## config.mk

```make
export PLATFORM = sky130hd
export DESIGN_NAME = sfspr_flash_seq
export DESIGN_NICKNAME = d
export VERILOG_FILES = /design/src/inc/sfspr_pkg.sv /design/src/rtl/sfspr_flash_seq.sv
export VERILOG_INCLUDE_DIRS = /design/src /design/src/inc
export SDC_FILE = /design/constraint.sdc
export NUM_CORES = 1
export LEC_CHECK = 0
export BUFFER_PORTS_ARGS = -buffer_cell sky130_fd_sc_hd__clkbuf_2
export CORE_MARGIN = 5
export CORE_UTILIZATION = 55
export DETAILED_ROUTE_END_ITERATION = 8
export PLACE_DENSITY_LB_ADDON = 0.15
export SLEW_MARGIN = 20
export SYNTH_ARGS = -nofsm -noshare
export SYNTH_HDL_FRONTEND = slang
export SYNTH_SLANG_ARGS = --single-unit
```

## constraint.sdc

```tcl
create_clock -name clk -period 2.7 [get_ports clk]
set_input_delay 0.135 -clock clk [delete_from_list [all_inputs] [get_ports clk]]
set_output_delay 0.135 -clock clk [all_outputs]
set_load 0.01 [all_outputs]
```

## src/inc/sfspr_consts.svh

```systemverilog
// Constants of the serial flash status, protection and read sequencer.
// Functional notes
// - Status write changes bits seven to two only.
// - Status write ignored unless write latch set.
// - Select rising off byte boundary rejects write.
// - Self-timed write holds busy, then clears latch.
// - Disable bit plus low protect pin rejects writes.
// - Unprotected write may change disable and level bits.
// - Hardware protection when disable set, pin low, outside four-line mode.
// - Protect pin high leaves hardware protection.
// - Four-line read mode disables hardware protection.
// - Level bits guard area against program, erase; here they are only passed out on statusOut.
// - Status write sets quad enable, disable, levels.
// - Plain read samples rising, drives falling edges.
// - Address increments per byte, wraps to zero.
// - Fast read drives data after one dummy byte.
// - Busy device rejects fast and dual reads.
// - Dual read: address, dummy, data on two lines.
// - After dual opcode two bits per clock.
// - Two-bit unit carries high bit on line one.
// - Write-enable command sets the write latch.
// - Busy bit reads one during a write cycle.
`ifndef SFSPR_CONSTS_SVH
`define SFSPR_CONSTS_SVH

`define SFSPR_OP_WRITE_ENABLE  8'h06
`define SFSPR_OP_WRITE_DISABLE 8'h04
`define SFSPR_OP_STATUS_READ   8'h05
`define SFSPR_OP_STATUS_WRITE  8'h01
`define SFSPR_OP_PLAIN_READ    8'h03
`define SFSPR_OP_FAST_READ     8'h0B
`define SFSPR_OP_DUAL_READ     8'hBB

`define SFSPR_BIT_WRITE_DISABLE 7
`define SFSPR_BIT_QUAD_ENABLE   6
`define SFSPR_BIT_WRITE_LATCH   1
`define SFSPR_BIT_BUSY          0

`define SFSPR_SYNC_SCLK 4
`define SFSPR_SYNC_CS_N 3
`define SFSPR_SYNC_DL0  2
`define SFSPR_SYNC_DL1  1
`define SFSPR_SYNC_WP_N 0
// Idle pin levels: serial clock low, select and the other lines high.
`define SFSPR_SYNC_IDLE 5'h0F

`define SFSPR_ADDR_UNITS_SINGLE  5'h17
`define SFSPR_ADDR_UNITS_DUAL    5'h0B
`define SFSPR_DUMMY_UNITS_SINGLE 5'h07
`define SFSPR_DUMMY_UNITS_DUAL   5'h01
`define SFSPR_OP_LAST_BIT        5'h07
`define SFSPR_STATUS_BYTE_BITS   5'h08
`define SFSPR_COUNT_SATURATE     5'h1F

`define SFSPR_CLK_PERIOD_NS        5
`define SFSPR_STATUS_WRITE_TIME_US 40

`endif

```

## src/inc/sfspr_pkg.sv

```systemverilog
// Types of the serial flash status, protection and read sequencer.
package sfspr_pkg;

    typedef enum logic [2:0] {
        ST_IDLE,
        ST_CMD,
        ST_ADDR,
        ST_DUMMY,
        ST_DATA,
        ST_WSTAT,
        ST_TAIL
    } sfspr_state_t;

    typedef struct packed {
        logic drive;
        logic oeN;
    } sfspr_line_t;

endpackage : sfspr_pkg

```

## src/rtl/sfspr_flash_seq.sv

```systemverilog
// Serial flash command sequencer: status, protection and serial reads.
`timescale 1ns/10ps
`default_nettype none
`include "sfspr_consts.svh"

module sfspr_flash_seq #(
    parameter int unsigned WR_CYCLES =
        `SFSPR_STATUS_WRITE_TIME_US * 1000 / `SFSPR_CLK_PERIOD_NS
) (
    input  wire logic                 clk,
    input  wire logic                 rst_n,
    input  wire logic                 sclkPin,
    input  wire logic                 csPin_n,
    input  wire logic                 dl0In,
    input  wire logic                 dl1In,
    input  wire logic                 wpLine2_n,
    input  wire logic                 quadModeActive,
    input  wire logic [5:0]           nvInit,
    input  wire logic [7:0]           memData,
    output var  sfspr_pkg::sfspr_line_t dl0Drv,
    output var  sfspr_pkg::sfspr_line_t dl1Drv,
    output logic [23:0]               memAddr,
    output logic [7:0]                statusOut,
    output logic                      hwProtect
);
    import sfspr_pkg::*;

    logic [4:0]   syncA_ff;
    logic [4:0]   syncB_ff;
    logic         sclkD_ff;
    logic         csD_ff;
    sfspr_state_t state_ff,   nxt_state;
    logic [4:0]   bitCnt_ff,  nxt_bitCnt;
    logic [23:0]  inSh_ff,    nxt_inSh;
    logic [7:0]   opcode_ff,  nxt_opcode;
    logic         dual_ff,    nxt_dual;
    logic         srcStat_ff, nxt_srcStat;
    logic [23:0]  memAddr_ff, nxt_memAddr;
    logic [7:0]   outSh_ff,   nxt_outSh;
    logic [2:0]   outCnt_ff,  nxt_outCnt;
    logic [5:0]   nvBits_ff,  nxt_nvBits;
    logic         wel_ff,     nxt_wel;
    logic         busy_ff,    nxt_busy;
    logic [15:0]  timer_ff,   nxt_timer;
    sfspr_line_t  dl0_ff,     nxt_dl0;
    sfspr_line_t  dl1_ff,     nxt_dl1;
    logic         hwProt_ff,  nxt_hwProt;
    logic [7:0]   status_ff,  nxt_status;

    logic sclk;
    logic csHigh;
    logic sRise;
    logic sFall;
    logic csRise;
    logic d0;
    logic d1;
    logic hpmNow;

    assign sclk   = syncB_ff[`SFSPR_SYNC_SCLK];
    assign csHigh = syncB_ff[`SFSPR_SYNC_CS_N];
    assign d0     = syncB_ff[`SFSPR_SYNC_DL0];
    assign d1     = syncB_ff[`SFSPR_SYNC_DL1];
    assign sRise  = sclk & ~sclkD_ff;
    assign sFall  = ~sclk & sclkD_ff;
    assign csRise = csHigh & ~csD_ff;
    // Protection needs the disable bit and a low pin, in either order.
    // The pin carries data in four-line mode, so protection is off there.
    assign hpmNow = nvBits_ff[`SFSPR_BIT_WRITE_DISABLE - 2] & ~syncB_ff[`SFSPR_SYNC_WP_N]
                    & ~quadModeActive;

    always_ff @(posedge clk)
    begin
        if (!rst_n)
        begin
            // Synchronisers start at the idle levels so no false clock edge follows reset.
            syncA_ff <= `SFSPR_SYNC_IDLE;
            syncB_ff <= `SFSPR_SYNC_IDLE;
            sclkD_ff <= 1'b0;
            csD_ff   <= 1'b1;
        end
        else
        begin
            syncA_ff <= {sclkPin, csPin_n, dl0In, dl1In, wpLine2_n};
            syncB_ff <= syncA_ff;
            sclkD_ff <= syncB_ff[`SFSPR_SYNC_SCLK];
            csD_ff   <= syncB_ff[`SFSPR_SYNC_CS_N];
        end
    end

    always_comb
    begin
        logic [23:0] shNext;
        logic [7:0]  outByte;
        shNext      = 24'h00_0000;
        outByte     = 8'h00;
        nxt_state   = state_ff;
        nxt_bitCnt  = bitCnt_ff;
        nxt_inSh    = inSh_ff;
        nxt_opcode  = opcode_ff;
        nxt_dual    = dual_ff;
        nxt_srcStat = srcStat_ff;
        nxt_memAddr = memAddr_ff;
        nxt_outSh   = outSh_ff;
        nxt_outCnt  = outCnt_ff;
        nxt_nvBits  = nvBits_ff;
        nxt_wel     = wel_ff;
        nxt_busy    = busy_ff;
        nxt_timer   = timer_ff;
        nxt_dl0     = dl0_ff;
        nxt_dl1     = dl1_ff;

        if (busy_ff)
        begin
            nxt_timer = timer_ff - 16'h0001;
            if (timer_ff == 16'h0001)
            begin
                nxt_busy = 1'b0;
                nxt_wel  = 1'b0;
            end
        end

        if (csHigh)
        begin
            nxt_state  = ST_IDLE;
            nxt_bitCnt = 5'h00;
            nxt_outCnt = 3'h0;
            nxt_dual   = 1'b0;
            nxt_dl0    = '{drive: 1'b0, oeN: 1'b1};
            nxt_dl1    = '{drive: 1'b0, oeN: 1'b1};
            if (csRise && state_ff == ST_TAIL && bitCnt_ff == 5'h00 && !busy_ff)
            begin
                if (opcode_ff == `SFSPR_OP_WRITE_ENABLE)
                begin
                    nxt_wel = 1'b1;
                end
                else if (opcode_ff == `SFSPR_OP_WRITE_DISABLE)
                begin
                    nxt_wel = 1'b0;
                end
            end
            // Commit only on exactly one data byte, still enabled, unprotected.
            if (csRise && state_ff == ST_WSTAT && bitCnt_ff == `SFSPR_STATUS_BYTE_BITS
                && wel_ff && !hpmNow)
            begin
                nxt_nvBits = inSh_ff[7:2];
                nxt_busy   = 1'b1;
                nxt_timer  = 16'(WR_CYCLES);
            end
        end
        else
        begin
            if (state_ff == ST_IDLE)
            begin
                nxt_state = ST_CMD;
            end
            if (sRise)
            begin
                case (state_ff)
                    ST_IDLE, ST_CMD:
                    begin
                        nxt_inSh   = {inSh_ff[22:0], d0};
                        nxt_bitCnt = bitCnt_ff + 5'h01;
                        if (bitCnt_ff == `SFSPR_OP_LAST_BIT)
                        begin
                            nxt_opcode = {inSh_ff[6:0], d0};
                            nxt_bitCnt = 5'h00;
                            nxt_state  = ST_TAIL;
                            case ({inSh_ff[6:0], d0})
                                `SFSPR_OP_PLAIN_READ: nxt_state = ST_ADDR;
                                `SFSPR_OP_FAST_READ:
                                begin
                                    if (!busy_ff)
                                    begin
                                        nxt_state = ST_ADDR;
                                    end
                                end
                                `SFSPR_OP_DUAL_READ:
                                begin
                                    if (!busy_ff)
                                    begin
                                        nxt_state = ST_ADDR;
                                        nxt_dual  = 1'b1;
                                    end
                                end
                                `SFSPR_OP_STATUS_READ:
                                begin
                                    nxt_state   = ST_DATA;
                                    nxt_srcStat = 1'b1;
                                end
                                `SFSPR_OP_STATUS_WRITE:
                                begin
                                    if (wel_ff && !hpmNow && !busy_ff)
                                    begin
                                        nxt_state = ST_WSTAT;
                                    end
                                end
                                default: nxt_state = ST_TAIL;
                            endcase
                            if ({inSh_ff[6:0], d0} != `SFSPR_OP_STATUS_READ)
                            begin
                                nxt_srcStat = 1'b0;
                            end
                        end
                    end
                    ST_ADDR:
                    begin
                        // Rising-edge address; pair high bit on line one.
                        shNext     = dual_ff ? {inSh_ff[21:0], d1, d0} : {inSh_ff[22:0], d0};
                        nxt_inSh   = shNext;
                        nxt_bitCnt = bitCnt_ff + 5'h01;
                        if (bitCnt_ff == (dual_ff ? `SFSPR_ADDR_UNITS_DUAL
                                                  : `SFSPR_ADDR_UNITS_SINGLE))
                        begin
                            nxt_memAddr = shNext;
                            nxt_bitCnt  = 5'h00;
                            nxt_state   = (opcode_ff == `SFSPR_OP_PLAIN_READ) ? ST_DATA
                                                                              : ST_DUMMY;
                        end
                    end
                    ST_DUMMY:
                    begin
                        nxt_bitCnt = bitCnt_ff + 5'h01;
                        if (bitCnt_ff == (dual_ff ? `SFSPR_DUMMY_UNITS_DUAL
                                                  : `SFSPR_DUMMY_UNITS_SINGLE))
                        begin
                            nxt_bitCnt = 5'h00;
                            nxt_state  = ST_DATA;
                        end
                    end
                    ST_WSTAT, ST_TAIL:
                    begin
                        nxt_inSh = {inSh_ff[22:0], d0};
                        if (bitCnt_ff != `SFSPR_COUNT_SATURATE)
                        begin
                            nxt_bitCnt = bitCnt_ff + 5'h01;
                        end
                    end
                    ST_DATA: nxt_bitCnt = bitCnt_ff;
                    default: nxt_state = ST_IDLE;
                endcase
            end
            if (sFall && state_ff == ST_DATA)
            begin
                // Data leaves on falling edges until select rises.
                outByte = outSh_ff;
                if (outCnt_ff == 3'h0)
                begin
                    outByte = srcStat_ff ? status_ff : memData;
                    if (!srcStat_ff)
                    begin
                        nxt_memAddr = memAddr_ff + 24'h00_0001;
                    end
                end
                nxt_dl1 = '{drive: outByte[7], oeN: 1'b0};
                if (dual_ff)
                begin
                    nxt_dl0    = '{drive: outByte[6], oeN: 1'b0};
                    nxt_outSh  = {outByte[5:0], 2'b00};
                    nxt_outCnt = outCnt_ff + 3'h2;
                end
                else
                begin
                    nxt_outSh  = {outByte[6:0], 1'b0};
                    nxt_outCnt = outCnt_ff + 3'h1;
                end
            end
        end
        nxt_hwProt = hpmNow;
        nxt_status = {nxt_nvBits, nxt_wel, nxt_busy};
    end

    always_ff @(posedge clk)
    begin
        if (!rst_n)
        begin
            state_ff   <= ST_IDLE;
            bitCnt_ff  <= 5'h00;
            inSh_ff    <= 24'h00_0000;
            opcode_ff  <= 8'h00;
            dual_ff    <= 1'b0;
            srcStat_ff <= 1'b0;
            memAddr_ff <= 24'h00_0000;
            outSh_ff   <= 8'h00;
            outCnt_ff  <= 3'h0;
            nvBits_ff  <= nvInit;
            wel_ff     <= 1'b0;
            busy_ff    <= 1'b0;
            timer_ff   <= 16'h0000;
            dl0_ff     <= '{drive: 1'b0, oeN: 1'b1};
            dl1_ff     <= '{drive: 1'b0, oeN: 1'b1};
            hwProt_ff  <= 1'b0;
            status_ff  <= {nvInit, 2'b00};
        end
        else
        begin
            state_ff   <= nxt_state;
            bitCnt_ff  <= nxt_bitCnt;
            inSh_ff    <= nxt_inSh;
            opcode_ff  <= nxt_opcode;
            dual_ff    <= nxt_dual;
            srcStat_ff <= nxt_srcStat;
            memAddr_ff <= nxt_memAddr;
            outSh_ff   <= nxt_outSh;
            outCnt_ff  <= nxt_outCnt;
            nvBits_ff  <= nxt_nvBits;
            wel_ff     <= nxt_wel;
            busy_ff    <= nxt_busy;
            timer_ff   <= nxt_timer;
            dl0_ff     <= nxt_dl0;
            dl1_ff     <= nxt_dl1;
            hwProt_ff  <= nxt_hwProt;
            status_ff  <= nxt_status;
        end
    end

    // The level bits go out with the status so array logic can refuse writes.
    assign statusOut = status_ff;
    assign hwProtect = hwProt_ff;
    assign memAddr   = memAddr_ff;
    assign dl0Drv    = dl0_ff;
    assign dl1Drv    = dl1_ff;

endmodule : sfspr_flash_seq
`default_nettype wire

```

Yosys cells after proc, flatten, opt, wreduce, memory -nomap -nowiden
Cells that the tools add are included.

storage, ports and cells
  output and inout bits = 37
  input bits = 22
  register bits after elaboration = 125
  word-level logic and storage cells = 143

cells by class
  multiplexer cells = 48
  reductions and logical operators = 31
  add/sub/neg operators = 5
  eq/ne operators = 22
  bitwise gates (word level) = 13

operators by type and width
  cell                     count
  $mux W24                 7
  $mux W16                 3
  $pmux W23 S2             1
  $mux W8                  4
  $mux W3                  9
  $mux W5                  5
  $add A24 B1 Y24 const B  1
  $eq A8 B3 Y1 const B     3
  $pmux W3 S4              2
  $pmux W5 S4              1
  $mux W6                  3
  $eq A16 B1 Y1 const B    1
  $eq A8 B2 Y1 const B     2
  $sub A16 B1 Y16 const B  1
  $mux W1                  12
  $logic_and A1 B1 Y1      10
  $reduce_and A5 Y1        2
  $eq A3 B3 Y1 const B     3
  $eq A8 B1 Y1 const B     1
  $eq A8 B4 Y1 const B     1
  $eq A8 B8 Y1 const B     1
  $ne A8 B3 Y1 const B     1
  $not A1 Y1               8
  $reduce_or A2 Y1         4
  23 further kinds         33

Longest topological paths before layout
  depth after elaboration = 11
  mapped depth = 9
  depth with buffers taken out = 7

Least setup slack after synthesis
No wires, ideal clock.

  kind = reg2reg
  from = register bitCnt_ff[0]
  to = register nvBits_ff[0] (enable)
  path slack = 0.635 ns
  library setup time = 0.322 ns
  required time = 2.378 ns
  period minus slack after synthesis = 2.065 ns
  path buffers = 2
  arrival time = 1.742 ns
  cell stages (with the launch flop) = 9
  cell sequence = dfxtp_1 inv_1 ha_1 nor4b_1 nand3_1 or4b_1 clkbuf_1 nand2_1 buf_2

between the ends
  word-level cells in the longest chain between the ends = 7

ends and longest elaborated chain
  item                              line                    text
  start, declared                   sfspr_flash_seq.sv:33   logic [4:0] bitCnt_ff, nxt_bitCnt;
  start signal, assigned            sfspr_flash_seq.sv:297  bitCnt_ff <= nxt_bitCnt;
  $eq A5 B4 Y1 (no line)            n/a
  $logic_and A1 B1 Y1 (no line)     n/a
  $logic_and A1 B1 Y1 (2 in a row)  sfspr_flash_seq.sv:142  if (csRise && state_ff == ST_WSTAT && bitCnt_ff == `SFSPR_STATUS_BYTE_BITS
  $mux W6                           sfspr_flash_seq.sv:142
  $mux W6                           sfspr_flash_seq.sv:122  if (csHigh)
  $mux W6                           sfspr_flash_seq.sv:274  if (!rst_n)
  end signal, assigned              sfspr_flash_seq.sv:285  nvBits_ff <= nvInit;
  end signal, assigned              sfspr_flash_seq.sv:305  nvBits_ff <= nxt_nvBits;
  end, declared                     sfspr_flash_seq.sv:41   logic [5:0] nvBits_ff, nxt_nvBits;

No other way between the ends.
A chain may end at the register's enable or synchronous reset.

Worst setup path after layout
  from = register bitCnt_ff[0]
  to = register memAddr_ff[18], in the netlist memAddr[18]

between the ends
  word-level cells in the longest chain between the ends = 7

ends and longest elaborated chain
  item                  line                    text
  $eq A5 B5 Y1 *        sfspr_flash_seq.sv:211  if (bitCnt_ff == (dual_ff ? `SFSPR_ADDR_UNITS_DUAL
  $mux W24 *            sfspr_flash_seq.sv:211
  $mux W24 *            sfspr_flash_seq.sv:158  case (state_ff)
  $mux W24 *            sfspr_flash_seq.sv:156  if (sRise)
  $mux W24              sfspr_flash_seq.sv:249  if (!srcStat_ff)
  $mux W24              sfspr_flash_seq.sv:246  if (outCnt_ff == 3'h0)
  $mux W24 *            sfspr_flash_seq.sv:242  if (sFall && state_ff == ST_DATA)
  end signal, assigned  sfspr_flash_seq.sv:302  memAddr_ff <= nxt_memAddr;
  end, declared         sfspr_flash_seq.sv:38   logic [23:0] memAddr_ff, nxt_memAddr;

Mark *: on every way between the ends. The rest lies on a longest branch, timed or not.

==> metrics.md <==
| Metric | Value |
|---|---|
| CP top delay family | compound AO/OA/AOI/OAI gates |
| Hpwl dp | around 12000 µm |
| Worst path arrival time | roughly 2.8 ns |
| Post-CTS Setup Inserts | 0 |
| Clk_lat worst skew | 0.42 ns |
| CP cell instances | ha_1 -> nand2b_1 -> a2111o_1 -> nor2_4 -> a311oi_1 -> a311oi_1 |
| Setup_tns | 0 ns |
| Hold crit path type | in2reg |
| Status | finished clean |
| Worst Max-Slew Pin Slew | 1.05 ns |
| CTS tree | done |
| Fraction of layout cells with a size suffix above 1 | between 10% and 20% |
| Total chip power | 4.29 mW |
| I/O pins | 59 |
| Leak | 2.58 nW |
| Chip Width | around 120 µm |
| Drt wl/cell | about 18 µm |
| First-pass GRT wire length | roughly 29000 µm |
| Worst Setup End Kind | flop |
| Post-Syn Nets | approximately 770 |
| Largest net degree at the start of global routing | 67 |
| Avg Cell Area, Syn | roughly 8.6 µm² |
| Row count | 39 |
| Post-route insts no fill | 945 |
| Hold Fails Final Rpt | 0 |
| Max Fclk | just over 400 MHz |
| Min cycle time layout | ~2.4 ns |
| Clock root cell | clkbuf_16 |
| Initial antenna violation count | 0 |
| H-tree levels | 4 |
| Register area share after synthesis | ~38% |
| Layout net count | between 800 and 900 |
| Slew headroom | ~30% |
| Die ar. | 0.0138 mm² |
| CP max stage cell | a2111o_1 |
| WP data required | around 3.0 ns |
| Placed cell count | around 900 |
| Max clock buf depth | 2 |
| Pre-Repair DR Iteration Count | 7 |
| Asr flop ratio synth | 0% |
| CTS Buf Count | 17 |
| Sequential Area | ~0.0024 mm² |
| PD cells | around 580 mW/mm² |
| Slowest stage delay, CP | 0.75 ns |
| CTS clk-pin slew, worst paths | 0.06 ns |
| Most common cell on crit path | a311oi_1 |
| GPL Wtd Cong | 0.891 |
| Port buffer count | between 50 and 60 |
| Endpoints failing setup | 0 |
| Register bit total from synthesis | about 120 |
| Initial Util | between 50% and 60% |
| Synth Flop Type | dfxtp_1 |
| Vias post-DR | 5960 |
| FILL cells | between 900 and 1000 |
| VDD IR max | between 0.4 and 0.5 mV |
| Area growth syn-to-layout | 17.3% |
| Die Ht | approximately 120 µm |
| Final Cycle Share | about nine tenths |
| Post-CTS Hold Buffers | 10 |
| CP Max Fanout | 24 |
| Congestion Overflow GR | 0 |
| Synth cell types | 74 |
| Crit Path Category | reg2reg |
| Post-Syn Area | between 0.006 and 0.007 mm² |
| Unrepaired setup endpoints after global routing | false |
| Cts repair resizes | 0 |
| Core box area | ~0.011 mm² |
| Multi-input logic area | 0.00365 mm² |
| DR vias/cell | 6.31 |
| Max-Cap Viols | 0 |
| Ant. Diodes | 0 |
| Tot GR Track Use | about a quarter |
| Routed Antenna Nets | 0 |
| Num Clock Sinks | between 100 and 150 |
| Vias in the first global route | between 5000 and 6000 |
| Slew Viols, Final | 0 |
| WL final | between 15000 and 20000 µm |
| Startpoint Class | flop |
| Initial detailed-routing violation count | 569 |
| Cell count after synthesis | 739 |
| Clock skew | roughly 0.0094 ns |
| YS warnings | 0 |
| EDFF count, synth | 6 |
| WP buf/inv | 0 |
| DRC Markers | 0 |
[flip-flops by register name (all words and copies together), names as in the netlist]
signal      flops
memAddr        24
inSh_ff        23
timer_ff       16
opcode_ff       8
outSh_ff        7
bitCnt_ff       5
nvBits_ff       5
syncA_ff        5
syncB_ff        5
outCnt_ff       3
state_ff        3
dl0Drv          2
dl1Drv          2
statusOut       2
csD_ff          1
dual_ff         1
hwProtect       1
sclkD_ff        1
srcStat_ff      1
wel_ff          1
[worst register-to-register path, cell delays in order (launching register included)]
cell      delay, ns
dfxtp_1        0.45
ha_1           0.27
nand2b_1       0.14
a2111o_1       0.75
nor2_4         0.40
a311oi_1       0.08
a311oi_1       0.24
[power breakdown]
| group | internal [mW] | total, mW | switching [mW] |
|---|---|---|---|
| Combinational | 0.0633 | 0.153 | 0.0901 |
| Clock | 1.58 | 2.37 | 0.788 |
| Sequential | 1.75 | 1.77 | 0.0219 |
[Yosys cell counts, types with 10 or more instances]
cell type | number | area, µm²
nand4_1 | 18 | 113
mux2i_1 | 43 | 430
nor4_1 | 14 | 87.6
a311oi_1 | 19 | 166
o211ai_1 | 10 | 75.1
o21ai_0 | 17 | 85.1
mux2_2 | 15 | 169
dfxtp_1 | 110 | 2200
nand3_1 | 31 | 155
nor2_1 | 60 | 225
inv_1 | 13 | 48.8
nor3_1 | 24 | 120
clkbuf_1 | 33 | 124
buf_2 | 13 | 65.1
nand2_1 | 82 | 308
xnor2_1 | 11 | 96.3
a21oi_1 | 46 | 230
nand2b_1 | 16 | 100
[per-stage QoR]
stage	cell area (µm²)	worst slack [ns]	hold WS [ns]	util (%)
5_1_grt	7440	0.101	0.00570	65.4
3_5_place_dp	6720	0.328	0.322	59.1
4_1_cts	7440	0.298	0.00946	65.4
6_report	7440	0.282	0.0234	65.4
2_1_floorplan	6340	0.635	0.236	-
3_3_place_gp	6720	0.397	0.317	59.1
[worst paths after layout]
path	start	end	slack, ns	cells past startpoint
setup / recovery	bitCnt_ff[0]$_SDFFE_PP0P_	memAddr[18]$_SDFFE_PN0N_	0.28	6
hold / removal	nvInit[5]	statusOut[7]$_DFFE_PP_	0.02	2
setup reg to reg	bitCnt_ff[0]$_SDFFE_PP0P_	memAddr[18]$_SDFFE_PN0N_	0.28	6
hold reg to reg	syncA_ff[2]$_SDFF_PN1_	syncB_ff[2]$_SDFF_PN1_	0.40	1
[cells in the final DEF (no fill, tap or decap), types with 4 or more instances in the layout]
cell type / n
dfxtp_1: 109
nand2_1: 82
nor2_1: 59
clkbuf_2: 58
a21oi_1: 46
mux2i_1: 43
nand3_1: 31
nor3_1: 24
buf_4: 22
a311oi_1: 19
nand4_1: 18
o21ai_0: 17
clkbuf_16: 17
nand2b_1: 16
mux2_2: 15
nor4_1: 14
inv_1: 12
xnor2_1: 10
o211ai_1: 10
dlygate4sd3_1: 10
o2bb2ai_1: 8
ha_1: 8
or4_1: 7
xor2_1: 7
a31oi_1: 7
and2_1: 7
o22ai_1: 7
or3_1: 6
a21o_1: 6
a22oi_1: 6
clkinv_2: 6
edfxtp_1: 6
and3_1: 5
nand3b_1: 5
nor2b_1: 5
nor3b_1: 4
nor4b_1: 4
bufinv_16: 4
[per-layer routing]
layer / track usage, % / vias to the layer above / share of wire [%]
li1: - / 2832 / -
met1: 35.5 / 2847 / 46
met2: 37.2 / 243 / 44
met3: 5.97 / 38 / 7.3
met4: 9.50 / 0 / 2.2
met5: 0 / - / 0
[layout make-up]
cell class / instances / area share, %
clock buffer: 21 / 6.19
clock inverter: 11 / 2.12
inverter: 13 / 0.656
multi-input combinational: 551 / 49.1
sequential: 116 / 32.0
tap: 143 / 2.40
timing repair buffer: 90 / 7.47
[logic make-up (layout without fill, tap and decap cells)]
group	after synthesis	count (layout)	share of synthesized area [%]
xor gates and xnor gates	18	18	2.49
adders and majority gates	8	8	1.58
DFF	116	116	37.6
and+or+nand+nor	311	311	26.6
buffers and inverters	72	135	4.93
muxes	58	58	9.45
AOI/OAI and AO/OA	156	156	17.4
Note: power is estimated with default switching activity, not from simulation.
